==> src/rfb_pkg.sv <==
// shared constants and carriers for the regulator fault register bank
package rfb_pkg;

  // ==========================================================================
  // register map
  localparam logic [7:0] OFF_ID    = 8'h00;
  localparam logic [7:0] OFF_FLAGS = 8'h01;
  localparam logic [7:0] OFF_STAT  = 8'h02;
  localparam logic [7:0] OFF_MODE  = 8'h03;
  localparam logic [7:0] OFF_OUTPUT_VOLTAGE_TARGET  = 8'h04;
  localparam logic [7:0] OFF_OUTPUT_VOLTAGE_FLOOR  = 8'h05;
  localparam logic [7:0] OFF_OUTPUT_VOLTAGE_CEILING  = 8'h06;
  localparam logic [7:0] OFF_SHUT  = 8'h07;
  localparam logic [7:0] OFF_ILIM  = 8'h08;
  localparam logic [7:0] OFF_SWRST = 8'h09;

  // ==========================================================================
  // field positions
  localparam int MODE_EN_BIT   = 7;
  localparam int MODE_FPWM_BIT = 6;
  localparam int MODE_LOCK_BIT = 5;
  localparam int MODE_SST_BIT  = 4;
  localparam int MODE_RAMP_BIT = 3;
  localparam int FLG_ILIM      = 0;
  localparam int FLG_SHORT     = 1;
  localparam int FLG_OT        = 2;
  localparam int FLG_UV        = 3;
  localparam int FLG_STO       = 4;

  // ==========================================================================
  // reset values
  localparam logic [4:0] FLAGS_RST = 5'h00;
  localparam logic [7:0] MODE_RST  = 8'h00;
  localparam logic [7:0] OUTPUT_VOLTAGE_TARGET_RST  = 8'h00;
  localparam logic [7:0] OUTPUT_VOLTAGE_FLOOR_RST  = 8'h00;
  localparam logic [7:0] OUTPUT_VOLTAGE_CEILING_RST  = 8'hFF;
  localparam logic [7:0] SHUT_RST  = 8'h00;
  localparam logic [7:0] ILIM_RST  = 8'h00;
  localparam logic       PWM_RST   = 1'b1;
  localparam logic [8:0] SYNC_RST  = 9'h180;

  // ==========================================================================
  // timing
  localparam int          CLK_NS        = 8;
  localparam int          TICK_NS       = 1000;
  localparam int          TICK_CYC      = TICK_NS / CLK_NS;
  localparam logic [6:0]  TICK_LAST     = 7'(TICK_CYC - 1);
  localparam int          SCL_LOW_MS    = 100;
  localparam int          SCL_LOW_TICKS = SCL_LOW_MS * 1000000 / TICK_NS;
  localparam int          ILIM_HOLD_US  = 500;
  localparam logic [16:0] ILIM_LAST     = 17'(ILIM_HOLD_US * 1000 / TICK_NS - 1);
  localparam int          HICCUP_MS     = 20;
  localparam int          HICCUP_TICKS  = HICCUP_MS * 1000000 / TICK_NS;

  // ==========================================================================
  // carriers
  typedef struct packed {
    logic load_ge_pwm_entry_current;
    logic load_lt_pfm_return_current;
    logic input_undervoltage_status;
    logic over_temp;
    logic vout_short;
    logic peak_current_limit;
    logic startup_timeout;
  } rfb_sense_t;

  typedef struct packed {
    logic       buck_on;
    logic       pwm_mode;
    logic [7:0] vout_code;
    logic       voltage_ramp_enable;
    logic [2:0] voltage_ramp_rate;
    logic       ss_timeout;
    logic [7:0] shutdown_opts;
    logic [3:0] pfm_ilim;
    logic [3:0] pwm_ilim;
  } rfb_ctrl_t;

endpackage

==> src/rfb_sync.sv <==
// two-flop synchroniser for a vector of asynchronous levels
`timescale 1ns/1ps
module rfb_sync #(
  parameter int           W   = 1,
  parameter logic [W-1:0] RST = '0
)(
  input  wire logic         i_clk,
  input  wire logic         i_rst,
  input  wire logic [W-1:0] i_d,
  output logic      [W-1:0] o_q
);
  logic [W-1:0] meta_ff;
  logic [W-1:0] q_ff;

  always_ff @(posedge i_clk or posedge i_rst)
  begin
    if (i_rst)
    begin
      meta_ff <= RST;
      q_ff    <= RST;
    end
    else
    begin
      meta_ff <= i_d;
      q_ff    <= meta_ff;
    end
  end

  assign o_q = q_ff;
endmodule

==> src/rfb_top.sv <==
// regulator fault register bank behind a two-wire serial slave
`timescale 1ns/1ps
module rfb_top #(
  parameter logic [6:0]  P_DEV_ADDR      = 7'h20,
  parameter logic [3:0]  P_PART_CODE     = 4'hA,  // arbitrary value
  parameter logic [3:0]  P_SI_REV        = 4'h3,  // arbitrary value
  parameter logic [16:0] P_SCL_LOW_TICKS = 17'(rfb_pkg::SCL_LOW_TICKS),
  parameter logic [16:0] P_HICCUP_TICKS  = 17'(rfb_pkg::HICCUP_TICKS)
)(
  input  wire logic                i_clk,
  input  wire logic                i_rst,
  input  wire logic                i_scl,
  input  wire logic                i_sda,
  output logic                     o_sda,
  output logic                     o_sda_oe_n,
  input  wire rfb_pkg::rfb_sense_t i_sense,
  output rfb_pkg::rfb_ctrl_t       o_ctrl
);
  import rfb_pkg::*;

  typedef enum logic [3:0] {ST_IDLE, ST_START, ST_ADDR, ST_ADDR_ACK, ST_PTR, ST_PTR_ACK,
                            ST_WDATA, ST_WDATA_ACK, ST_RDATA, ST_RDATA_ACK} rfb_st_t;

  // ==========================================================================
  // synchronised inputs and edges
  logic [8:0]  sync_q;
  rfb_sense_t  sns;
  logic        scl_d_ff;
  logic        sda_d_ff;
  rfb_sense_t  sns_d_ff;

  rfb_sync #(.W(9), .RST(SYNC_RST)) u_sync (
    .i_clk (i_clk),
    .i_rst (i_rst),
    .i_d   ({i_scl, i_sda, i_sense}),
    .o_q   (sync_q)
  );

  wire scl_s    = sync_q[8];
  wire sda_s    = sync_q[7];
  assign sns    = sync_q[6:0];
  wire scl_rise = scl_s & ~scl_d_ff;
  wire scl_fall = ~scl_s & scl_d_ff;
  wire start_c  = scl_s & scl_d_ff & sda_d_ff & ~sda_s;
  wire stop_c   = scl_s & scl_d_ff & ~sda_d_ff & sda_s;
  wire ot_rise  = sns.over_temp & ~sns_d_ff.over_temp;
  wire uv_rise  = sns.input_undervoltage_status & ~sns_d_ff.input_undervoltage_status;
  wire sh_rise  = sns.vout_short & ~sns_d_ff.vout_short;
  wire sto_rise = sns.startup_timeout & ~sns_d_ff.startup_timeout;

  always_ff @(posedge i_clk or posedge i_rst)
  begin
    if (i_rst)
    begin
      scl_d_ff <= 1'b1;
      sda_d_ff <= 1'b1;
      sns_d_ff <= '0;
    end
    else
    begin
      scl_d_ff <= scl_s;
      sda_d_ff <= sda_s;
      sns_d_ff <= sns;
    end
  end

  // ==========================================================================
  // microsecond tick and timers
  logic [6:0]  tick_cnt_ff;
  logic [16:0] scl_lo_ff;
  logic [16:0] ilim_cnt_ff;
  logic [16:0] hic_cnt_ff;
  logic [7:0]  mode_ff;
  logic        wr_stb;
  logic [7:0]  sh_ff;
  logic [7:0]  ptr_ff;

  wire tick      = (tick_cnt_ff == TICK_LAST);
  wire hic_on    = (hic_cnt_ff != 17'h0);
  wire run       = mode_ff[MODE_EN_BIT] & ~hic_on;
  // saturates one past the limit so a long hold fires once only
  wire scl_lo_hit = tick & ~scl_s & (scl_lo_ff == P_SCL_LOW_TICKS);
  wire ilim_trip = tick & run & sns.peak_current_limit & (ilim_cnt_ff == ILIM_LAST);
  wire sw_rst    = wr_stb & (ptr_ff == OFF_SWRST);
  wire reg_clr   = scl_lo_hit | sw_rst;

  always_ff @(posedge i_clk or posedge i_rst)
  begin
    if (i_rst)
      tick_cnt_ff <= 7'h00;
    else
      tick_cnt_ff <= tick ? 7'h00 : tick_cnt_ff + 7'h01;
  end

  always_ff @(posedge i_clk or posedge i_rst)
  begin
    if (i_rst)
      scl_lo_ff <= 17'h0;
    else if (scl_s)
      scl_lo_ff <= 17'h0;
    else if (tick && scl_lo_ff <= P_SCL_LOW_TICKS)
      scl_lo_ff <= scl_lo_ff + 17'h1;
  end

  always_ff @(posedge i_clk or posedge i_rst)
  begin
    if (i_rst)
      ilim_cnt_ff <= 17'h0;
    else if (!run || !sns.peak_current_limit)
      ilim_cnt_ff <= 17'h0;
    else if (tick)
      ilim_cnt_ff <= ilim_cnt_ff + 17'h1;
  end

  always_ff @(posedge i_clk or posedge i_rst)
  begin
    if (i_rst)
      hic_cnt_ff <= 17'h0;
    else if (ilim_trip)
      hic_cnt_ff <= P_HICCUP_TICKS;
    else if (tick && hic_on)
      hic_cnt_ff <= hic_cnt_ff - 17'h1;
  end

  // ==========================================================================
  // register file
  logic [4:0] flags_ff;
  logic [7:0] output_voltage_target_ff;
  logic [7:0] output_voltage_floor_ff;
  logic [7:0] output_voltage_ceiling_ff;
  logic [7:0] shut_ff;
  logic [7:0] ilim_ff;
  logic       pwm_ff;
  logic       rd_take;
  logic [7:0] nxt_mode;
  logic [7:0] rd_data;
  rfb_ctrl_t  ctrl_ff;

  wire wr_mode  = wr_stb & (ptr_ff == OFF_MODE);
  wire en_req   = wr_mode & sh_ff[MODE_EN_BIT];
  wire en_uv    = en_req & sns.input_undervoltage_status;
  wire flag_rd  = rd_take & (ptr_ff == OFF_FLAGS);
  wire uv_set   = en_uv | (uv_rise & mode_ff[MODE_EN_BIT]);
  // set wins over the read clear so a fault in the read cycle is kept
  wire [4:0] set_vec = {sto_rise, uv_set, ot_rise, sh_rise, ilim_trip};
  wire [4:0] nxt_flags = (flag_rd ? FLAGS_RST : flags_ff) | set_vec;
  wire [7:0] vclamp = (sh_ff > output_voltage_ceiling_ff) ? output_voltage_ceiling_ff : (sh_ff < output_voltage_floor_ff) ? output_voltage_floor_ff : sh_ff;
  wire       ready  = ~mode_ff[MODE_EN_BIT] & ~sns.input_undervoltage_status & ~sns.over_temp;
  wire [7:0] stat_byte = {1'b0, ready, 1'b0, pwm_ff, sns.input_undervoltage_status,
                          sns.over_temp, sns.vout_short & mode_ff[MODE_EN_BIT],
                          sns.peak_current_limit};

  always_comb
  begin
    nxt_mode = wr_mode ? sh_ff : mode_ff;
    if (en_uv || ot_rise || (uv_rise && mode_ff[MODE_EN_BIT]))
      nxt_mode[MODE_EN_BIT] = 1'b0;
  end

  assign rd_data = (ptr_ff == OFF_ID)    ? {P_PART_CODE, P_SI_REV} :
                   (ptr_ff == OFF_FLAGS) ? {3'h0, flags_ff} :
                   (ptr_ff == OFF_STAT)  ? stat_byte :
                   (ptr_ff == OFF_MODE)  ? mode_ff :
                   (ptr_ff == OFF_OUTPUT_VOLTAGE_TARGET)  ? output_voltage_target_ff :
                   (ptr_ff == OFF_OUTPUT_VOLTAGE_FLOOR)  ? output_voltage_floor_ff :
                   (ptr_ff == OFF_OUTPUT_VOLTAGE_CEILING)  ? output_voltage_ceiling_ff :
                   (ptr_ff == OFF_SHUT)  ? shut_ff :
                   (ptr_ff == OFF_ILIM)  ? ilim_ff : 8'h00;

  always_ff @(posedge i_clk or posedge i_rst)
  begin
    if (i_rst)
    begin
      flags_ff <= FLAGS_RST;
      mode_ff  <= MODE_RST;
      output_voltage_target_ff  <= OUTPUT_VOLTAGE_TARGET_RST;
      output_voltage_floor_ff  <= OUTPUT_VOLTAGE_FLOOR_RST;
      output_voltage_ceiling_ff  <= OUTPUT_VOLTAGE_CEILING_RST;
      shut_ff  <= SHUT_RST;
      ilim_ff  <= ILIM_RST;
    end
    else if (reg_clr)
    begin
      flags_ff <= FLAGS_RST;
      mode_ff  <= MODE_RST;
      output_voltage_target_ff  <= OUTPUT_VOLTAGE_TARGET_RST;
      output_voltage_floor_ff  <= OUTPUT_VOLTAGE_FLOOR_RST;
      output_voltage_ceiling_ff  <= OUTPUT_VOLTAGE_CEILING_RST;
      shut_ff  <= SHUT_RST;
      ilim_ff  <= ILIM_RST;
    end
    else
    begin
      flags_ff <= nxt_flags;
      mode_ff  <= nxt_mode;
      if (wr_stb && ptr_ff == OFF_OUTPUT_VOLTAGE_TARGET)
        output_voltage_target_ff <= vclamp;
      if (wr_stb && ptr_ff == OFF_OUTPUT_VOLTAGE_FLOOR)
        output_voltage_floor_ff <= sh_ff;
      if (wr_stb && ptr_ff == OFF_OUTPUT_VOLTAGE_CEILING)
        output_voltage_ceiling_ff <= sh_ff;
      if (wr_stb && ptr_ff == OFF_SHUT)
        shut_ff <= sh_ff;
      // locked limits ignore writes while MODE_LOCK_BIT is set; a mode write with the bit clear or a reset clears it
      if (wr_stb && ptr_ff == OFF_ILIM && !mode_ff[MODE_LOCK_BIT])
        ilim_ff <= sh_ff;
    end
  end

  // idle forces the default pwm indication
  always_ff @(posedge i_clk or posedge i_rst)
  begin
    if (i_rst)
      pwm_ff <= PWM_RST;
    else if (!mode_ff[MODE_EN_BIT] || mode_ff[MODE_FPWM_BIT])
      pwm_ff <= PWM_RST;
    else if (sns.load_ge_pwm_entry_current)
      pwm_ff <= 1'b1;
    else if (sns.load_lt_pfm_return_current)
      pwm_ff <= 1'b0;
  end

  always_ff @(posedge i_clk or posedge i_rst)
  begin
    if (i_rst)
      ctrl_ff <= '0;
    else
      ctrl_ff <= '{run, pwm_ff, output_voltage_target_ff, mode_ff[MODE_RAMP_BIT], mode_ff[2:0],
                   mode_ff[MODE_SST_BIT], shut_ff, ilim_ff[7:4], ilim_ff[3:0]};
  end
  assign o_ctrl = ctrl_ff;

  // ==========================================================================
  // serial slave
  rfb_st_t    st_ff, nxt_st;
  logic [2:0] bit_ff, nxt_bit;
  logic [7:0] nxt_sh, tx_ff, nxt_tx, nxt_ptr;
  logic       rw_ff, nxt_rw, ack_ff, nxt_ack, drv_ff, nxt_drv;

  wire last_bit = (bit_ff == 3'h7);

  always_comb
  begin
    nxt_st  = st_ff;
    nxt_bit = bit_ff;
    nxt_sh  = sh_ff;
    nxt_tx  = tx_ff;
    nxt_ptr = ptr_ff;
    nxt_rw  = rw_ff;
    nxt_ack = ack_ff;
    nxt_drv = drv_ff;
    wr_stb  = 1'b0;
    rd_take = 1'b0;
    if (scl_lo_hit || stop_c)
    begin
      nxt_st  = ST_IDLE;
      nxt_drv = 1'b0;
    end
    else if (start_c)
    begin
      nxt_st  = ST_START;
      nxt_drv = 1'b0;
    end
    else if (scl_rise)
    begin
      if (st_ff == ST_RDATA_ACK)
        nxt_ack = ~sda_s;
      else
        nxt_sh = {sh_ff[6:0], sda_s};
    end
    else if (scl_fall)
    begin
      nxt_bit = bit_ff + 3'h1;
      unique case (st_ff)
        ST_IDLE: ;
        ST_START:
        begin
          nxt_st  = ST_ADDR;
          nxt_bit = 3'h0;
        end
        ST_ADDR:
          if (last_bit)
          begin
            nxt_rw  = sh_ff[0];
            nxt_drv = (sh_ff[7:1] == P_DEV_ADDR);
            nxt_st  = nxt_drv ? ST_ADDR_ACK : ST_IDLE;
          end
        ST_PTR:
          if (last_bit)
          begin
            nxt_ptr = sh_ff;
            nxt_drv = 1'b1;
            nxt_st  = ST_PTR_ACK;
          end
        ST_WDATA:
          if (last_bit)
          begin
            // soft reset drops the bus here; gating on reg_clr above would loop
            wr_stb  = 1'b1;
            nxt_drv = (ptr_ff != OFF_SWRST);
            nxt_st  = nxt_drv ? ST_WDATA_ACK : ST_IDLE;
          end
        ST_RDATA:
        begin
          nxt_tx  = {tx_ff[6:0], 1'b0};
          nxt_drv = ~tx_ff[6];
          if (last_bit)
          begin
            nxt_drv = 1'b0;
            nxt_ptr = ptr_ff + 8'h01;
            nxt_st  = ST_RDATA_ACK;
          end
        end
        ST_ADDR_ACK, ST_PTR_ACK, ST_WDATA_ACK, ST_RDATA_ACK:
        begin
          nxt_bit = 3'h0;
          nxt_drv = 1'b0;
          if (st_ff == ST_WDATA_ACK)
            nxt_ptr = ptr_ff + 8'h01;
          if (st_ff == ST_PTR_ACK || st_ff == ST_WDATA_ACK)
            nxt_st = ST_WDATA;
          else if (st_ff == ST_ADDR_ACK && !rw_ff)
            nxt_st = ST_PTR;
          else if (st_ff == ST_RDATA_ACK && !ack_ff)
            nxt_st = ST_IDLE;
          else
          begin
            nxt_st  = ST_RDATA;
            nxt_tx  = rd_data;
            rd_take = 1'b1;
            nxt_drv = ~rd_data[7];
          end
        end
      endcase
    end
  end

  always_ff @(posedge i_clk or posedge i_rst)
  begin
    if (i_rst)
    begin
      st_ff  <= ST_IDLE;
      bit_ff <= 3'h0;
      sh_ff  <= 8'h00;
      tx_ff  <= 8'h00;
      ptr_ff <= 8'h00;
      rw_ff  <= 1'b0;
      ack_ff <= 1'b0;
      drv_ff <= 1'b0;
    end
    else
    begin
      st_ff  <= nxt_st;
      bit_ff <= nxt_bit;
      sh_ff  <= nxt_sh;
      tx_ff  <= nxt_tx;
      ptr_ff <= nxt_ptr;
      rw_ff  <= nxt_rw;
      ack_ff <= nxt_ack;
      drv_ff <= nxt_drv;
    end
  end

  // open drain: only ever pulls low
  assign o_sda      = 1'b0;
  assign o_sda_oe_n = ~drv_ff;
endmodule

==> config.mk <==
export PLATFORM = sky130hd
export DESIGN_NAME = rfb_top
export DESIGN_NICKNAME = d
export VERILOG_FILES = /design/src/rfb_pkg.sv /design/src/rfb_sync.sv /design/src/rfb_top.sv
export SDC_FILE = /design/constraint.sdc
export NUM_CORES = 1
export LEC_CHECK = 0
export ABC_AREA = 1
export ABC_CLOCK_PERIOD_IN_PS = 7500
export BUFFER_PORTS_ARGS = -buffer_cell sky130_fd_sc_hd__buf_4
export CORE_UTILIZATION = 40
export CTS_CLUSTER_SIZE = 8
export DETAILED_ROUTE_END_ITERATION = 6
export GPL_TIMING_DRIVEN = 0
export SYNTH_ARGS = -nofsm -noshare
export SYNTH_HDL_FRONTEND = slang
export SYNTH_HIERARCHICAL = 1
export SYNTH_SLANG_ARGS = --single-unit
==> constraint.sdc <==
create_clock -name i_clk -period 7.5 [get_ports i_clk]
set_input_delay 0.375 -clock i_clk [delete_from_list [all_inputs] [get_ports i_clk]]
set_output_delay 0.375 -clock i_clk [all_outputs]
set_load 0.05 [all_outputs]
==> impl_metrics.py, run 1 <==
metrics = {
    "min_path": {
        "holdCritPathClass": "in2reg",
        "hold-path-cell-count": 1,
    },
    "outcome": {
        "status": "completed",
    },
    "clock_tree": {
        "cts.hold.buffers_added": 1,
        "htreeDepth": 4,
        "worstSkewPairLatency_ns": 0.44,
        "clockRootBuffer": "clkbuf_16",
        "clk_pin_slew_ns": 0.08,
        "postCtsSetupRepairBufs": 0,
        "cts_buffer_depth": 2,
        "ctsResizeCount": 0,
        "cts_tree": "built",
        "numCtsBuffers": 17,
        "cts.sinks": 200,
    },
    "logic_synthesis": {
        "avgSynthCellArea_sq_um": 8.07,
        "synth_edf_count": 0,
        "syn_nets": 1281,
        "synth_area_leaders": "dfrtp_1, nand2_1, inv_1",
        "ys_seq_area_frac": 0.501,
        "yosys.area.top_type": "dfrtp_1",
        "synthCells": 1243,
        "ys.flop_type": "dfrtp_1",
        "mappedNetlistArea_sq_um": 10000,
        "synth.distinct_cells": 47,
        "yosysWarnings": 6,
        "ys_ff_latch": 200,
        "synth_top_area_frac": 0.461,
        "synthArstFlopShare": 1.00,
    },
    "sta": {
        "tightest_slew_ns": 0.722,
        "setup_viol": 0,
        "fin_crit_ns": 2.61,
        "hold_viol_final": 0,
        "fin_crit_sh": 0.348,
        "max_slew_margin": 0.518,
        "fmax_mhz": 383,
        "slew_violations": 0,
        "skew_ns": 0.0145,
        "rsz0062_at_grt": "no",
    },
    "layout": {
        "fillers": 2386,
        "final_common_cell": "nand2_1",
        "final_cell_count_no_fill": 1643,
        "num-nets-final": 1344,
        "drive_above_1_share": 0.111,
        "final_cell_mix": "nand2_1, dfrtp_1, inv_1",
        "final_util": 0.466,
        "syn2layout_area_growth_pct": 13.7,
        "diodes": 0,
    },
    "pwr": {
        "leakage_nw": 5.68,
        "powerDensity_nw_per_um2": 251,
        "finalPower_mw": 2.86,
        "peakVddDrop_mv": 0.110,
    },
    "worst_setup_path": {
        "crit_end": "output_voltage_target_ff[7]",
        "critical-path-top-delay-family": "compound AO/OA/AOI/OAI gates",
        "worstSetupStartpoint": "sh_ff[7]",
        "critical_path_class": "reg2reg",
        "cpPeakStageDelay_ns": 0.56,
        "cp_cell_sequence": "ha_1 -> nand2_1 -> nor2_1 -> nand3_1 -> o21ai_0 -> clkbuf_1 -> o21ai_0 -> a21oi_1 -> o21ai_1",
        "critPathBufInv": 1,
        "critPathSlowestCell": "dfrtp_1",
        "cp-start-kind": "register",
        "cp_num_cells": 9,
        "reg2reg_depth": 9,
        "critPathMostFrequentCell": "o21ai_0",
        "required_ns": 7.83,
        "rr_startpoint": "sh_ff[7]",
        "r2r-end": "output_voltage_target_ff[7]",
        "reg2reg_slack_ns": 4.89,
        "crit_path_end_kind": "register",
        "cp_max_fo": 10,
        "worst-endpoint-arrival_ns": 2.95,
    },
    "global_route": {
        "grt_pass1_wl_mm": 40.8,
        "grt_pass1_vias": 7916,
        "grt_max_degree": 110,
        "grt_remaining_overflow": 0,
        "antenna_found_initial": 0,
        "grtUsageTotal": 0.201,
    },
    "floorplan": {
        "dieArea_sq_um": 25700,
        "start_util": 0.410,
        "fp.coreArea_sq_um": 24500,
        "dieHeight_microns": 160,
        "die_w_microns": 160,
        "rows": 57,
        "io_pins": 44,
    },
    "route": {
        "dr.pass1.iters": 6,
        "via_per_inst": 4.99,
        "drc": 0,
        "postRouteWirelength_mm": 24.0,
        "wl_per_cell_microns": 14.6,
        "vias": 8195,
        "ant_nets": 0,
        "drt_iter0_drc": 701,
    },
    "placed_design": {
        "io_buffers": 42,
        "dp_hpwl_mm": 17.8,
        "placedCellCount": 1610,
        "gp_congestion": 0.895,
    },
    "job": {
        "maxCapViolCount": 0,
    },
}
## final cells by class
| type | count | area, sq um | area share |
|---|---|---|---|
| flip-flops and latches | 200 | 5020 | 0.440 |
| clock buffers | 17 | 425 | 0.0373 |
| plain buffers | 21 | 109 | 0.00954 |
| well taps | 324 | 405 | 0.0355 |
| clock inverters | 15 | 184 | 0.0161 |
| repair buffers | 44 | 353 | 0.0309 |
| inverters | 145 | 552 | 0.0484 |
| multi-input cells | 877 | 4360 | 0.382 |
## state kept, by name, summed over array words and instances, names as in the netlist, 3 cells and up
register                   count
o_ctrl                        31
hic_cnt_ff                    17
ilim_cnt_ff                   17
scl_lo_ff                     17
u_sync/meta_ff                 9
u_sync/o_q                     9
ilim_ff                        8
mode_ff                        8
output_voltage_ceiling_ff      8
output_voltage_floor_ff        8
output_voltage_target_ff       8
ptr_ff                         8
sh_ff                          8
shut_ff                        8
tick_cnt_ff                    7
tx_ff                          7
flags_ff                       5
sns_d_ff                       4
st_ff                          4
bit_ff                         3
## Yosys cell counts (all sizes together), types with 2 or more instances
library cell  instances
a21boi                2
a21o                  2
a21oi                60
a22o                  2
a22oi                 2
buf                  13
clkbuf                8
dfrtp               185
dfstp                15
ha                   27
inv                 144
nand2               343
nand3                69
nand4                27
nor2                152
nor3                 31
nor4                  9
o211ai                4
o21a                  6
o21ai                96
o31ai                 5
or2                   8
xnor2                 3
xor2                 20
## stage by stage
stage	hold slack, ns	setup WS [ns]	TNS, ns	cell area [sq um]
after floorplan	0.311	2.20	0	10000
final	0.0355	4.89	0	11400
after global routing	0.0118	4.68	0	11400
after detailed placement	0.335	4.94	0	10800
after global placement	0.333	-0.0533	-6.96	10800
after CTS	0.0191	4.95	0	11400
## worst min path at each step
stage                           start                 to  slack, ns
floorplan                       i_rst  u_sync/meta_ff[0]       0.31
global placement    u_sync/meta_ff[6]      u_sync/o_q[6]       0.33
detailed placement  u_sync/meta_ff[5]      u_sync/o_q[5]       0.33
CTS                        i_sense[1]  u_sync/meta_ff[1]       0.02
global route               i_sense[0]  u_sync/meta_ff[0]       0.01
finish                     i_sense[1]  u_sync/meta_ff[1]       0.04
## routing by layer
layer	global-route usage	vias to the layer above	wire [microns]
met4	0.0658	0	354
met2	0.308	163	10900
met3	0.0377	23	1030
li1	-	4131	-
met1	0.288	3878	11800
met5	0	-	0
## cell families after synthesis
group	share of synthesized area
adders and majority gates	0.0337
buffers and inverters	0.0651
other	0.000374
DFF	0.501
AOI/OAI and AO/OA	0.101
xor gates and xnor gates	0.0201
and+or+nand+nor	0.280
## report_power, final
group | switching (mW) | internal [mW] | total, mW
Clock | 0.454 | 0.508 | 0.962
Combinational | 0.469 | 0.215 | 0.684
Sequential | 0.0719 | 1.14 | 1.22
Power figures use the tool's default switching activity.
==> inputs of run 2 (changes only) <==
--- a/config.mk
+++ b/config.mk
@@ -5,8 +5,8 @@
 export SDC_FILE = /design/constraint.sdc
 export NUM_CORES = 1
 export LEC_CHECK = 0
-export ABC_AREA = 1
-export ABC_CLOCK_PERIOD_IN_PS = 7500
+export ABC_AREA = 0
+export ABC_CLOCK_PERIOD_IN_PS = 2200
 export BUFFER_PORTS_ARGS = -buffer_cell sky130_fd_sc_hd__buf_4
 export CORE_UTILIZATION = 40
 export CTS_CLUSTER_SIZE = 8
==> constraint.sdc (replaced) <==
create_clock -name i_clk -period 2.2 [get_ports i_clk]
set_input_delay 0.11 -clock i_clk [delete_from_list [all_inputs] [get_ports i_clk]]
set_output_delay 0.11 -clock i_clk [all_outputs]
set_load 0.05 [all_outputs]
==> impl_metrics.py, run 2 <==
metrics = {
    "logic_synthesis": {
        "yosysMostFrequentCell": "dfrtp_1",
        "synthMuxAreaShare": 0.0544,
        "synthSimpleGateAreaFrac": 0.179,
        "synth_top_area_frac": 0.454,
        "synth_compound_area_frac": 0.163,
        "ys_ff_latch": 200,
        "avgSynthCellArea_sq_um": 10.0,
        "synth_xor_area_frac": 0.0335,
        "synth_commonest_cells": "dfrtp_1, nor2_1, nand2_1",
        "synthCells": 1017,
        "mappedNetlistArea_sq_um": 10200,
        "ys.flop_type": "dfrtp_1",
        "synth_top_family_by_area": "simple AND/OR/NAND/NOR gates",
        "synth_area_leaders": "dfrtp_1, mux2i_1, dfstp_2",
        "yosys.area.top_type": "dfrtp_1",
        "syn_nets": 1055,
        "ys_seq_area_frac": 0.493,
        "synth.distinct_cells": 76,
        "synth_fa_ha_area_frac": 0.0332,
        "synthArstFlopShare": 1.00,
        "yosysWarnings": 6,
        "synth_edf_count": 0,
    },
    "min_path": {
        "holdCritPathClass": "in2async",
    },
    "global_route": {
        "grtUsageTotal": 0.234,
        "grt_remaining_overflow": 0,
        "grt_pass1_vias": 8276,
        "grt_pass1_wl_mm": 46.9,
        "grt_max_degree": 44,
        "antenna_found_initial": 0,
    },
    "sta": {
        "fmax_mhz": 433,
        "rsz0062_at_grt": "yes",
        "max_slew_margin": 0.437,
        "whs_ns": 0.304,
        "tightest_slew_ns": 0.844,
        "fin_crit_ns": 2.31,
        "hold_viol_final": 0,
        "setup_viol": 19,
        "setup_slack_ns": -0.109,
        "slew_violations": 0,
        "skew_ns": 0.0160,
        "fin_crit_sh": 1.05,
    },
    "placed_design": {
        "gp_congestion": 0.957,
        "io_buffers": 42,
        "dp_hpwl_mm": 20.1,
        "dpl_worst_slack_ns": -1.14,
        "place_area_sq_um": 11000,
    },
    "layout": {
        "final_cell_mix": "dfrtp_1, buf_4, nor2_1",
        "syn2layout_area_growth_pct": 29.4,
        "final_common_cell": "dfrtp_1",
        "diodes": 0,
        "finalInstanceArea_sq_um": 13200,
        "drive_above_1_share": 0.284,
        "num-nets-final": 1200,
        "largest_reg_flops": 31,
    },
    "route": {
        "drc": 2,
        "via_per_inst": 5.82,
        "postRouteWirelength_mm": 30.3,
        "ant_nets": 0,
        "drt_iter0_drc": 769,
        "vias": 8753,
        "wl_per_cell_microns": 20.1,
        "dr.pass1.iters": 7,
    },
    "worst_setup_path": {
        "worst-endpoint-arrival_ns": 2.68,
        "critical_path_class": "reg2reg",
        "required_ns": 2.58,
        "cp-start-kind": "register",
        "crit_path_end_kind": "register",
        "cp_max_fo": 5,
    },
    "clock_tree": {
        "cts.sinks": 200,
        "numCtsBuffers": 17,
        "clk_pin_slew_ns": 0.09,
        "worstSkewPairLatency_ns": 0.45,
        "cts_buffer_depth": 2,
        "htreeDepth": 4,
        "cts_tree": "built",
        "clockRootBuffer": "clkbuf_16",
    },
    "floorplan": {
        "dieHeight_microns": 162,
        "dieArea_sq_um": 26100,
        "start_util": 0.406,
        "rows": 58,
        "io_pins": 44,
        "fp.coreArea_sq_um": 25100,
        "die_w_microns": 162,
    },
    "pwr": {
        "powerDensity_nw_per_um2": 628,
        "peakVddDrop_mv": 0.452,
        "leakage_nw": 5.73,
        "finalPower_mw": 8.29,
    },
    "outcome": {
        "status": "finished with violations",
        "violations": "design-rule violations, negative setup slack",
    },
    "job": {
        "maxCapViolCount": 0,
    },
}
## run 2: cell types whose count changed in the layout (fill, tap and decap cells not counted), sizes merged, moves of 14 or more
cell | before | now
a21oi | 60 | 37
a31oi | 1 | 15
buf | 56 | 141
clkbuf | 25 | 50
inv | 152 | 57
mux2i | 0 | 43
nand2 | 343 | 67
nand3 | 69 | 40
nor2 | 152 | 98
nor2b | 0 | 15
nor3 | 31 | 16
o21ai | 96 | 47
## run 2: layer usage
metal  GRT usage  part of all wire  up-vias
li1            -                 -     4012
met1       0.328              0.44     4348
met3      0.0485             0.068       72
met2       0.355              0.46      321
met5           0                 0        -
met4      0.0909             0.030        0
## run 2: power breakdown
part	internal (mW)	switching (mW)	total, mW	leakage (nW)
registers	3.78	0.0992	3.88	2.64
logic	0.473	0.921	1.39	2.84
clock network	1.48	1.54	3.02	0.254
total	5.72	2.56	8.29	5.73
## run 2: area by class of cell
cell class | count | area (sq um)
Tap cell | 330 | 413
Sequential cell | 200 | 5030
Clock buffer | 17 | 425
Multi-Input combinational cell | 705 | 5430
Fill cell | 2272 | 11900
Inverter | 54 | 208
Buffer | 45 | 292
Timing Repair Buffer | 139 | 1270
Clock inverter | 14 | 120
## run 2: kinds of logic (layout without fill, tap and decap cells)
logic type      Yosys count  count (layout)
flops                   200             200
other cells               1               1
mux                      54              54
simple gates            355             355
fa+ha+maj                27              27
xor+xnor                 39              39
compound gates          229             229
buf+inv                 112             269
## run 2: worst paths after layout
kind | from | to | slack [ns] | cells after the start
max | hic_cnt_ff[16] | hic_cnt_ff[10] | -0.11 | 6
min | i_rst | o_ctrl[10] | 0.30 | 3
max reg2reg | hic_cnt_ff[16] | hic_cnt_ff[10] | -0.11 | 6
min reg2reg | u_sync/meta_ff[1] | u_sync/o_q[1] | 0.35 | 0
max in group asynchronous | i_rst | output_voltage_ceiling_ff[1] | 0.95 | 5
min in group i_clk | i_sense[6] | u_sync/meta_ff[6] | 0.31 | 2
## run 2: repair_timing
| item | CTS | global route |
|---|---|---|
| gates resized for setup | 114 | 104 |
| pin swaps | 10 | 38 |
| buffers inserted | 49 | 34 |
| endpoints found under the setup margin | 126 | 111 |
| hold buffers | 10 | 0 |
| cloned | 0 | 1 |
| hold endpoints to repair | 48 | 0 |
## run 2: critical path, cell delays in order, from the launching register on
cell,delay (ns)
dfrtp_1,0.39
or3_4,0.39
or3_4,0.38
or3_4,0.40
or3_4,0.46
buf_12,0.17
nand2_2,0.05
## run 2: stage by stage
stage / setup TNS (ns) / cells / util
6_report: -1.07 / 1504 / 0.525
5_1_grt: -4.46 / 1504 / 0.525
4_1_cts: -3.69 / 1474 / 0.499
3_5_place_dp: -65.41 / 1393 / 0.439
3_3_place_gp: -313.20 / 1389 / 0.436
2_1_floorplan: -41.49 / 1017 / -
